<file path="src/core/rjl_pkg.sv">
// constants and types shared by the register jump-and-link unit
package rjl_pkg;

    // instruction word fields
    localparam int MAJOR_MSB = 31;
    localparam int MAJOR_LSB = 26;
    localparam int LINK_MSB  = 25;
    localparam int LINK_LSB  = 21;
    localparam int SRC_MSB   = 20;
    localparam int SRC_LSB   = 16;
    localparam int MINOR_MSB = 15;
    localparam int MINOR_LSB = 6;
    localparam int SEC_MSB   = 5;
    localparam int SEC_LSB   = 0;

    // encodings
    localparam logic [5:0] MAJOR_OPCODE_GROUP_A = 6'h00;
    localparam logic [5:0] MINOR_EXT_GROUP      = 6'h3c;
    localparam logic [9:0] MINOR_CALL_PLAIN     = 10'h03c;
    localparam logic [9:0] MINOR_CALL_BARRIER   = 10'h07c;

    // return link distance and target bit positions
    localparam logic [31:0] LINK_OFFSET  = 32'h0000_0008;
    localparam int          MODE_BIT     = 0;
    localparam int          ALIGN_BIT    = 1;

    // reset values
    localparam logic        INSTR_SET_SELECT_RESET = 1'h0;
    localparam logic [31:0] ADDR_RESET             = 32'h0000_0000;
    localparam logic [4:0]  SEL_RESET              = 5'h00;

    // control states
    typedef enum logic [0:0] {
        RJL_IDLE,
        RJL_SLOT
    } rjl_state_t;

endpackage : rjl_pkg

</file>
<file path="src/core/rjl_target.sv">
// target address, mode update and address error for a register jump
`timescale 1ns/1ps
module rjl_target (
    input  wire logic [31:0] source_value,
    input  wire logic        second_set_present_cfg,
    input  wire logic        classic_set_present,
    output logic      [31:0] target,
    output logic             mode_load,
    output logic             mode_value,
    output logic             addr_error
);

    always_comb begin
        // [RULE5] full value or cleared bit
        if (second_set_present_cfg == 1'h0) begin
            target    = source_value;
            mode_load = 1'h0;
        end else begin
            // [RULE3] bit zero forced low
            target                  = source_value;
            target[rjl_pkg::MODE_BIT] = 1'h0;
            // [RULE4] mode from bit zero
            mode_load = 1'h1;
        end
        mode_value = source_value[rjl_pkg::MODE_BIT];
        addr_error = 1'h0;
        if (classic_set_present) begin
            // [RULE10] classic target misaligned
            addr_error = !source_value[rjl_pkg::MODE_BIT] && source_value[rjl_pkg::ALIGN_BIT];
        end else begin
            // [RULE11] classic target not implemented
            addr_error = !source_value[rjl_pkg::MODE_BIT];
        end
    end

endmodule : rjl_target

</file>
<file path="src/core/rjl_unit.sv">
// register jump-and-link control unit, plain and barrier forms
`timescale 1ns/1ps

// Overview of operation
// [RULE1] link register gets jump address plus eight
// [RULE2] delay slot completes before program counter redirect
// [RULE3] target bit zero forced low when second set configured
// [RULE4] mode flag loads from source bit zero
// [RULE5] config zero: full value; else clear, update
// [RULE6] delay slot holds only long instructions
// [RULE7] source and link fields never equal
// [RULE8] delay slot exception restarts at jump
// [RULE9] software supplies correctly aligned targets
// [RULE10] classic target with bit one errors
// [RULE11] no classic set: even target errors
// [RULE12] no control transfer in delay slot
// [RULE13] barrier clears execution and instruction hazards
// [RULE14] barrier accepted in every operating mode
// [RULE15] delay slot hazards need not clear
// [RULE16] software clears hazard after code change
// [RULE17] barrier form decode fields and codes
// [RULE18] plain form decode fields and codes
module rjl_unit (
    input  wire logic        CLK,
    input  wire logic        RESETN,
    input  wire logic        ISSUE_VALID,
    input  wire logic [31:0] ISSUE_INSTR,
    input  wire logic [31:0] ISSUE_PC,
    input  wire logic [31:0] SOURCE_VALUE,
    input  wire logic        SECOND_SET_PRESENT_CFG,
    input  wire logic        CLASSIC_SET_PRESENT,
    input  wire logic        SLOT_DONE,
    input  wire logic        SLOT_EXCEPTION,
    output logic             ACCEPTED,
    output logic             BUSY,
    output logic             LINK_WRITE,
    output logic      [4:0]  LINK_SELECT,
    output logic      [31:0] LINK_DATA,
    output logic      [4:0]  SOURCE_SELECT,
    output logic             REDIRECT,
    output logic      [31:0] REDIRECT_PC,
    output logic             INSTR_SET_SELECT_FLAG,
    output logic             FETCH_ADDR_ERROR,
    output logic             HAZARD_CLEAR,
    output logic             RESTART,
    output logic      [31:0] RESTART_PC
);

    ////////////////////////////////////////////////////////////////////////////
    // decode helpers

    function automatic logic rjl_match(input logic [31:0] word, input logic [9:0] minor);
        rjl_match = (word[rjl_pkg::MAJOR_MSB:rjl_pkg::MAJOR_LSB] == rjl_pkg::MAJOR_OPCODE_GROUP_A)
                 && (word[rjl_pkg::SEC_MSB:rjl_pkg::SEC_LSB] == rjl_pkg::MINOR_EXT_GROUP)
                 && (word[rjl_pkg::MINOR_MSB:rjl_pkg::MINOR_LSB] == minor);
    endfunction : rjl_match

    ////////////////////////////////////////////////////////////////////////////
    // declarations

    rjl_pkg::rjl_state_t state;
    rjl_pkg::rjl_state_t next_state;

    logic        is_plain;
    logic        is_barrier;
    logic        take;
    logic        in_slot;
    logic        slot_fault;
    logic        slot_finish;

    logic [31:0] jump_pc;
    logic [31:0] next_jump_pc;
    logic [31:0] held_source;
    logic [31:0] next_held_source;
    logic        held_barrier;
    logic        next_held_barrier;

    logic [31:0] calc_target;
    logic        calc_mode_load;
    logic        calc_mode_value;
    logic        calc_addr_error;

    logic        next_accepted;
    logic        next_busy;
    logic        next_link_write;
    logic [4:0]  next_link_select;
    logic [31:0] next_link_data;
    logic [4:0]  next_source_select;
    logic        next_redirect;
    logic [31:0] next_redirect_pc;
    logic        next_instr_set_select_flag;
    logic        next_fetch_addr_error;
    logic        next_hazard_clear;
    logic        next_restart;
    logic [31:0] next_restart_pc;

    ////////////////////////////////////////////////////////////////////////////
    // instruction decode

    always_comb begin
        // [RULE18] plain form decode
        is_plain   = rjl_match(ISSUE_INSTR, rjl_pkg::MINOR_CALL_PLAIN);
        // [RULE17] barrier form decode
        // [RULE14] no privilege check here
        is_barrier = rjl_match(ISSUE_INSTR, rjl_pkg::MINOR_CALL_BARRIER);
        take       = ISSUE_VALID && (state == rjl_pkg::RJL_IDLE) && (is_plain || is_barrier);
    end

    ////////////////////////////////////////////////////////////////////////////
    // target computation on the held source value

    rjl_target u_target (
        .source_value           (held_source),
        .second_set_present_cfg (SECOND_SET_PRESENT_CFG),
        .classic_set_present    (CLASSIC_SET_PRESENT),
        .target                 (calc_target),
        .mode_load              (calc_mode_load),
        .mode_value             (calc_mode_value),
        .addr_error             (calc_addr_error)
    );

    ////////////////////////////////////////////////////////////////////////////
    // slot completion events

    always_comb begin
        in_slot     = (state == rjl_pkg::RJL_SLOT);
        // [RULE8] fault wins over completion
        slot_fault  = in_slot && SLOT_EXCEPTION;
        // [RULE2] redirect only after slot
        slot_finish = in_slot && !SLOT_EXCEPTION && SLOT_DONE;
    end

    ////////////////////////////////////////////////////////////////////////////
    // control state: next values

    always_comb begin
        next_state         = state;
        next_accepted      = 1'h0;
        next_busy          = BUSY;
        next_source_select = SOURCE_SELECT;
        case (state)
            rjl_pkg::RJL_IDLE: begin
                if (take) begin
                    next_state         = rjl_pkg::RJL_SLOT;
                    next_accepted      = 1'h1;
                    next_busy          = 1'h1;
                    next_source_select = ISSUE_INSTR[rjl_pkg::SRC_MSB:rjl_pkg::SRC_LSB];
                end
            end
            rjl_pkg::RJL_SLOT: begin
                if (slot_fault || slot_finish) begin
                    next_state = rjl_pkg::RJL_IDLE;
                    next_busy  = 1'h0;
                end
            end
            default: begin
                next_state = rjl_pkg::RJL_IDLE;
                next_busy  = 1'h0;
            end
        endcase
    end

    ////////////////////////////////////////////////////////////////////////////
    // control state: registers

    always_ff @(posedge CLK or negedge RESETN) begin
        if (!RESETN) begin
            state         <= rjl_pkg::RJL_IDLE;
            ACCEPTED      <= 1'h0;
            BUSY          <= 1'h0;
            SOURCE_SELECT <= rjl_pkg::SEL_RESET;
        end else begin
            state         <= next_state;
            ACCEPTED      <= next_accepted;
            BUSY          <= next_busy;
            SOURCE_SELECT <= next_source_select;
        end
    end

    ////////////////////////////////////////////////////////////////////////////
    // issue capture: next values

    always_comb begin
        next_jump_pc      = jump_pc;
        next_held_source  = held_source;
        next_held_barrier = held_barrier;
        if (take) begin
            next_jump_pc      = ISSUE_PC;
            // source sampled at issue
            next_held_source  = SOURCE_VALUE;
            next_held_barrier = is_barrier;
        end
    end

    ////////////////////////////////////////////////////////////////////////////
    // issue capture: registers

    always_ff @(posedge CLK or negedge RESETN) begin
        if (!RESETN) begin
            jump_pc      <= rjl_pkg::ADDR_RESET;
            held_source  <= rjl_pkg::ADDR_RESET;
            held_barrier <= 1'h0;
        end else begin
            jump_pc      <= next_jump_pc;
            held_source  <= next_held_source;
            held_barrier <= next_held_barrier;
        end
    end

    ////////////////////////////////////////////////////////////////////////////
    // return link: next values

    always_comb begin
        next_link_write  = 1'h0;
        next_link_select = LINK_SELECT;
        next_link_data   = LINK_DATA;
        if (take) begin
            // [RULE1] return link write
            next_link_write  = 1'h1;
            next_link_select = ISSUE_INSTR[rjl_pkg::LINK_MSB:rjl_pkg::LINK_LSB];
            next_link_data   = ISSUE_PC + rjl_pkg::LINK_OFFSET;
        end
    end

    ////////////////////////////////////////////////////////////////////////////
    // return link: registers

    always_ff @(posedge CLK or negedge RESETN) begin
        if (!RESETN) begin
            LINK_WRITE  <= 1'h0;
            LINK_SELECT <= rjl_pkg::SEL_RESET;
            LINK_DATA   <= rjl_pkg::ADDR_RESET;
        end else begin
            LINK_WRITE  <= next_link_write;
            LINK_SELECT <= next_link_select;
            LINK_DATA   <= next_link_data;
        end
    end

    ////////////////////////////////////////////////////////////////////////////
    // redirect: next values

    always_comb begin
        next_redirect              = 1'h0;
        next_redirect_pc           = REDIRECT_PC;
        next_instr_set_select_flag = INSTR_SET_SELECT_FLAG;
        next_fetch_addr_error      = 1'h0;
        next_hazard_clear          = 1'h0;
        if (slot_finish) begin
            // [RULE2] redirect after slot
            next_redirect    = 1'h1;
            next_redirect_pc = calc_target;
            // [RULE5] mode update when configured
            if (calc_mode_load) begin
                next_instr_set_select_flag = calc_mode_value;
            end
            // [RULE10] error flagged with target
            next_fetch_addr_error = calc_addr_error;
            // [RULE13] barrier clears hazards
            // [RULE15] issued with redirect only
            next_hazard_clear = held_barrier;
        end
    end

    ////////////////////////////////////////////////////////////////////////////
    // redirect: registers

    always_ff @(posedge CLK or negedge RESETN) begin
        if (!RESETN) begin
            REDIRECT              <= 1'h0;
            REDIRECT_PC           <= rjl_pkg::ADDR_RESET;
            INSTR_SET_SELECT_FLAG <= rjl_pkg::INSTR_SET_SELECT_RESET;
            FETCH_ADDR_ERROR      <= 1'h0;
            HAZARD_CLEAR          <= 1'h0;
        end else begin
            REDIRECT              <= next_redirect;
            REDIRECT_PC           <= next_redirect_pc;
            INSTR_SET_SELECT_FLAG <= next_instr_set_select_flag;
            FETCH_ADDR_ERROR      <= next_fetch_addr_error;
            HAZARD_CLEAR          <= next_hazard_clear;
        end
    end

    ////////////////////////////////////////////////////////////////////////////
    // restart: next values

    always_comb begin
        next_restart    = 1'h0;
        next_restart_pc = RESTART_PC;
        if (slot_fault) begin
            // [RULE8] resume at jump
            next_restart    = 1'h1;
            next_restart_pc = jump_pc;
        end
    end

    ////////////////////////////////////////////////////////////////////////////
    // restart: registers

    always_ff @(posedge CLK or negedge RESETN) begin
        if (!RESETN) begin
            RESTART    <= 1'h0;
            RESTART_PC <= rjl_pkg::ADDR_RESET;
        end else begin
            RESTART    <= next_restart;
            RESTART_PC <= next_restart_pc;
        end
    end

endmodule : rjl_unit

</file>
<file path="config.mk">
export PLATFORM = sky130hd
export DESIGN_NAME = rjl_unit
export DESIGN_NICKNAME = d
export VERILOG_FILES = /design/src/core/rjl_pkg.sv /design/src/core/rjl_target.sv /design/src/core/rjl_unit.sv
export SDC_FILE = /design/constraint.sdc
export NUM_CORES = 1
export LEC_CHECK = 0
export BUFFER_PORTS_ARGS = -buffer_cell sky130_fd_sc_hd__buf_2
export CAP_MARGIN = 20
export CORE_MARGIN = 3
export CORE_UTILIZATION = 45
export DETAILED_ROUTE_END_ITERATION = 6
export GPL_ROUTABILITY_DRIVEN = 0
export GPL_TIMING_DRIVEN = 0
export PLACE_DENSITY_LB_ADDON = 0.25
export SYNTH_ARGS = -nofsm -noshare
export SYNTH_HDL_FRONTEND = slang
export SYNTH_SLANG_ARGS = --single-unit
</file>
<file path="constraint.sdc">
create_clock -name CLK -period 5.6 [get_ports CLK]
set_input_delay 1.12 -clock CLK [delete_from_list [all_inputs] [get_ports CLK]]
set_output_delay 1.12 -clock CLK [all_outputs]
set_load 0.03 [all_outputs]
</file>
==> impl_metrics.tcl <==
set metrics [dict create \
    antenna_found_initial 0 \
    worst_path_most_repeated_cell "buf_2" \
    initial_core_util_pct 46.3 \
    grtUsageMet2_pct 34.0 \
    dp.final_hpwl_mm 12.4 \
    worst_setup_path_start_kind "input port" \
    grtUsageTotal_pct 20.0 \
    finalCritPeriodShare_pct 52.4 \
    async_flop_share_pct 100 \
    slew-limit-headroom_pct 31.6 \
    ioPinCount 217 \
    cts_buffers 17 \
    syn-num-nets 661 \
    met1_usage_pct 24.9 \
    vias 4956 \
    core-area_um2 15300 \
    synthTopCellsByCount "dfrtp_1, nand2_1, mux2_2, nor2_1, a21oi_1" \
    cts.sinks 177 \
    wl_per_cell_um 16.5 \
    syn_avg_cell_area_um2 12.7 \
    synth_seq_cells 177 \
    worstRegToRegCells 6 \
    grt_max_degree 109 \
    routed_wl_mm 16.8 \
    fin_cells 1017 \
    hold_buffers 0 \
    rrSetupSlack_ns 3.01 \
    grt_pass1_vias 5456 \
    rr_startpoint "in_slot" \
    ys_types 33 \
    yosysTopAreaCellShare_pct 62.7 \
    syn_to_final_growth_pct 27.4 \
    timing.hold.ws_ns 0.461 \
    crit_path_top_delay_cell "nor4_4" \
    clockBufferDepth 2 \
    period_minus_slack_ns 2.94 \
    pwr-share-seq_pct 51.6 \
    root_buffer "clkbuf_16" \
    setup_ws_ns 2.66 \
    holdCritPathClass "register to register" \
    antenna_left 0 \
    synthesis.area_um2 7060 \
    grt_pass1_wl_mm 27.7 \
    place_inst 985 \
    netSwitchingFraction_pct 21.2 \
    firstDrtPassIters 4 \
    diodes 0 \
    p_switching_mw 0.525 \
    dp_slack_ns 2.11 \
    yosysMostFrequentCell "dfrtp_1" \
    crit_path_end "held_source[14]" \
    via_per_inst 4.87 \
    maxSlewViolCount 0 \
    fin_util_pct 58.9 \
    finalClockSkew_ns 0.0120 \
    ys.warnings.count 0 \
    p_leak_nw 5.09 \
    portBuffers 216 \
    yosysSeqAreaShare_pct 62.7 \
    postCtsSetupBuffers 0 \
    synth_edf_count 0 \
    cp.required_ns 5.89 \
    peakVddDrop_mv 0.220 \
    endpoint_kind "register" \
    path_cells "buf_2 -> nor4b_1 -> nand4_1 -> nor4_4 -> buf_2 -> buf_4 -> mux2_1" \
    yosys-top-cells-area "dfrtp_1, mux2_2, nand2_1, xor2_1, mux2_1" \
    ctsResizeCount 0 \
    power_frac_clock_pct 44.8 \
    nNetsFinal 897 \
    setup_violations 0 \
    htree_levels 4 \
    clk_latency_ns 0.42 \
    met3_usage_pct 6.09 \
    combPwrFrac_pct 3.6 \
    worstPathArrival_ns 3.23 \
    worstSetupPathType "input port to register" \
    worst-path-stages 7 \
    holdPathStages 2 \
    rows 45 \
    clock.fmax_mhz 341 \
    die_area_um2 17200 \
    drtIter0Drc 240 \
    drive_above_1_share_pct 44.8 \
    critPathBufInv 3 \
    grt_overflow 0 \
    drc 0 \
    critPathMaxStageDelay_ns 0.53 \
    r2r-end "held_source[14]" \
    die_w_um 131 \
    grt_most_used_layer "met2" \
    rsz0062_at_grt "no" \
    crit_family "simple AND/OR/NAND/NOR gates" \
    status "finished, final reports clean" \
    yosys.area.top_type "dfrtp_1" \
    hold_viol_final 0 \
    worstSetupStartpoint "ISSUE_INSTR[27]" \
    setup_tns_ns 0 \
    cts.clk_slew.worst_paths_ns 0.06 \
    path_max_fanout 10 \
    synth_flop_cell "dfrtp_1" \
    tritoncts "yes" \
    die_y_um 131 \
    p_int_mw 1.95 \
    max-cap-violations 0 \
    tightestPinTransition_ns 1.02 \
    synthCells 557 \
    power_density_nw_per_um2 275 \
]
==> per-stage QoR <==
stage	area [um2]	power [mW]
after floorplan	7060	1.32
after global placement	8400	1.39
after detailed placement	8440	1.39
after CTS	8990	2.51
after global routing	8990	2.58
final	8990	2.48
==> cell usage in the layout (no fill, tap or decap), types with 2 or more instances in the layout <==
| cell | count |
|---|---|
| and2_1 | 2 |
| inv_1 | 3 |
| a21oi_1 | 26 |
| buf_1 | 3 |
| dfrtp_1 | 177 |
| buf_4 | 7 |
| nor4_1 | 2 |
| clkbuf_1 | 13 |
| o21ai_0 | 2 |
| clkbuf_8 | 2 |
| clkbuf_16 | 17 |
| mux2_1 | 12 |
| xor2_1 | 21 |
| xnor2_1 | 6 |
| and3_1 | 8 |
| buf_2 | 225 |
| and4_1 | 5 |
| nand2_1 | 104 |
| nor2_1 | 29 |
| mux2_2 | 98 |
| nand3b_1 | 2 |
| nand4_1 | 8 |
| clkinvlp_4 | 3 |
| nor4b_1 | 2 |
| nand3_1 | 11 |
| clkinv_2 | 2 |
==> registers in the layout, summed over array words and instances, names as in the netlist <==
name / cells
REDIRECT_PC: 32
RESTART_PC: 32
held_source: 32
jump_pc: 32
LINK_DATA: 29
LINK_SELECT: 5
SOURCE_SELECT: 5
ACCEPTED: 1
BUSY: 1
FETCH_ADDR_ERROR: 1
HAZARD_CLEAR: 1
INSTR_SET_SELECT_FLAG: 1
LINK_WRITE: 1
REDIRECT: 1
RESTART: 1
held_barrier: 1
in_slot: 1
==> worst register-to-register path, delay by kind of cell (launching register included) <==
family	cells	cell delay (ns)
buffers and inverters	2	0.60
and+or+nand+nor	3	1.10
muxes	1	0.35
DFF	1	0.42
==> power by group through the flow <==
stage,Sequential (mW),Clock (mW),Combinational (mW)
6_report,1.28,1.11,0.0896
5_1_grt,1.28,1.20,0.101
4_1_cts,1.28,1.14,0.0916
3_5_place_dp,1.30,0,0.0909
3_3_place_gp,1.30,0,0.0846
2_1_floorplan,1.30,0,0.0145
==> layer usage <==
layer / wire, um / part of all wire (%)
met5: 0 / 0
met4: 193 / 1.1
met3: 892 / 5.3
met2: 8710 / 52
met1: 7020 / 42
==> cell type report <==
type                    instances  area, um2
plain buffers                  28        144
clock buffers                  24        472
clock inverters                 8       80.1
fillers                      1274       6260
inverters                       4       15.0
multi-input cells             348       2470
flip-flops and latches        177       4430
well taps                     211        264
repair buffers                217       1120
==> cell families after synthesis <==
| group | share of synthesized area, % |
|---|---|
| AND/OR/NAND/NOR | 11.6 |
| flip-flops | 62.7 |
| AO/OA/AOI/OAI | 2.20 |
| XOR/XNOR | 3.35 |
| buffers and inverters | 2.25 |
| multiplexers | 17.7 |
| adder cells (fa/ha/maj) | 0.177 |
==> how the worst min path moves through the flow <==
stage	start	to	slack [ns]
6_report	held_source[24]	REDIRECT_PC[24]	0.46
5_1_grt	held_source[22]	REDIRECT_PC[22]	0.49
4_1_cts	held_source[24]	REDIRECT_PC[24]	0.46
3_5_place_dp	held_source[24]	REDIRECT_PC[24]	0.45
3_3_place_gp	held_source[14]	REDIRECT_PC[14]	0.44
2_1_floorplan	held_source[14]	REDIRECT_PC[14]	0.43
(Power assumes the default switching activity.)
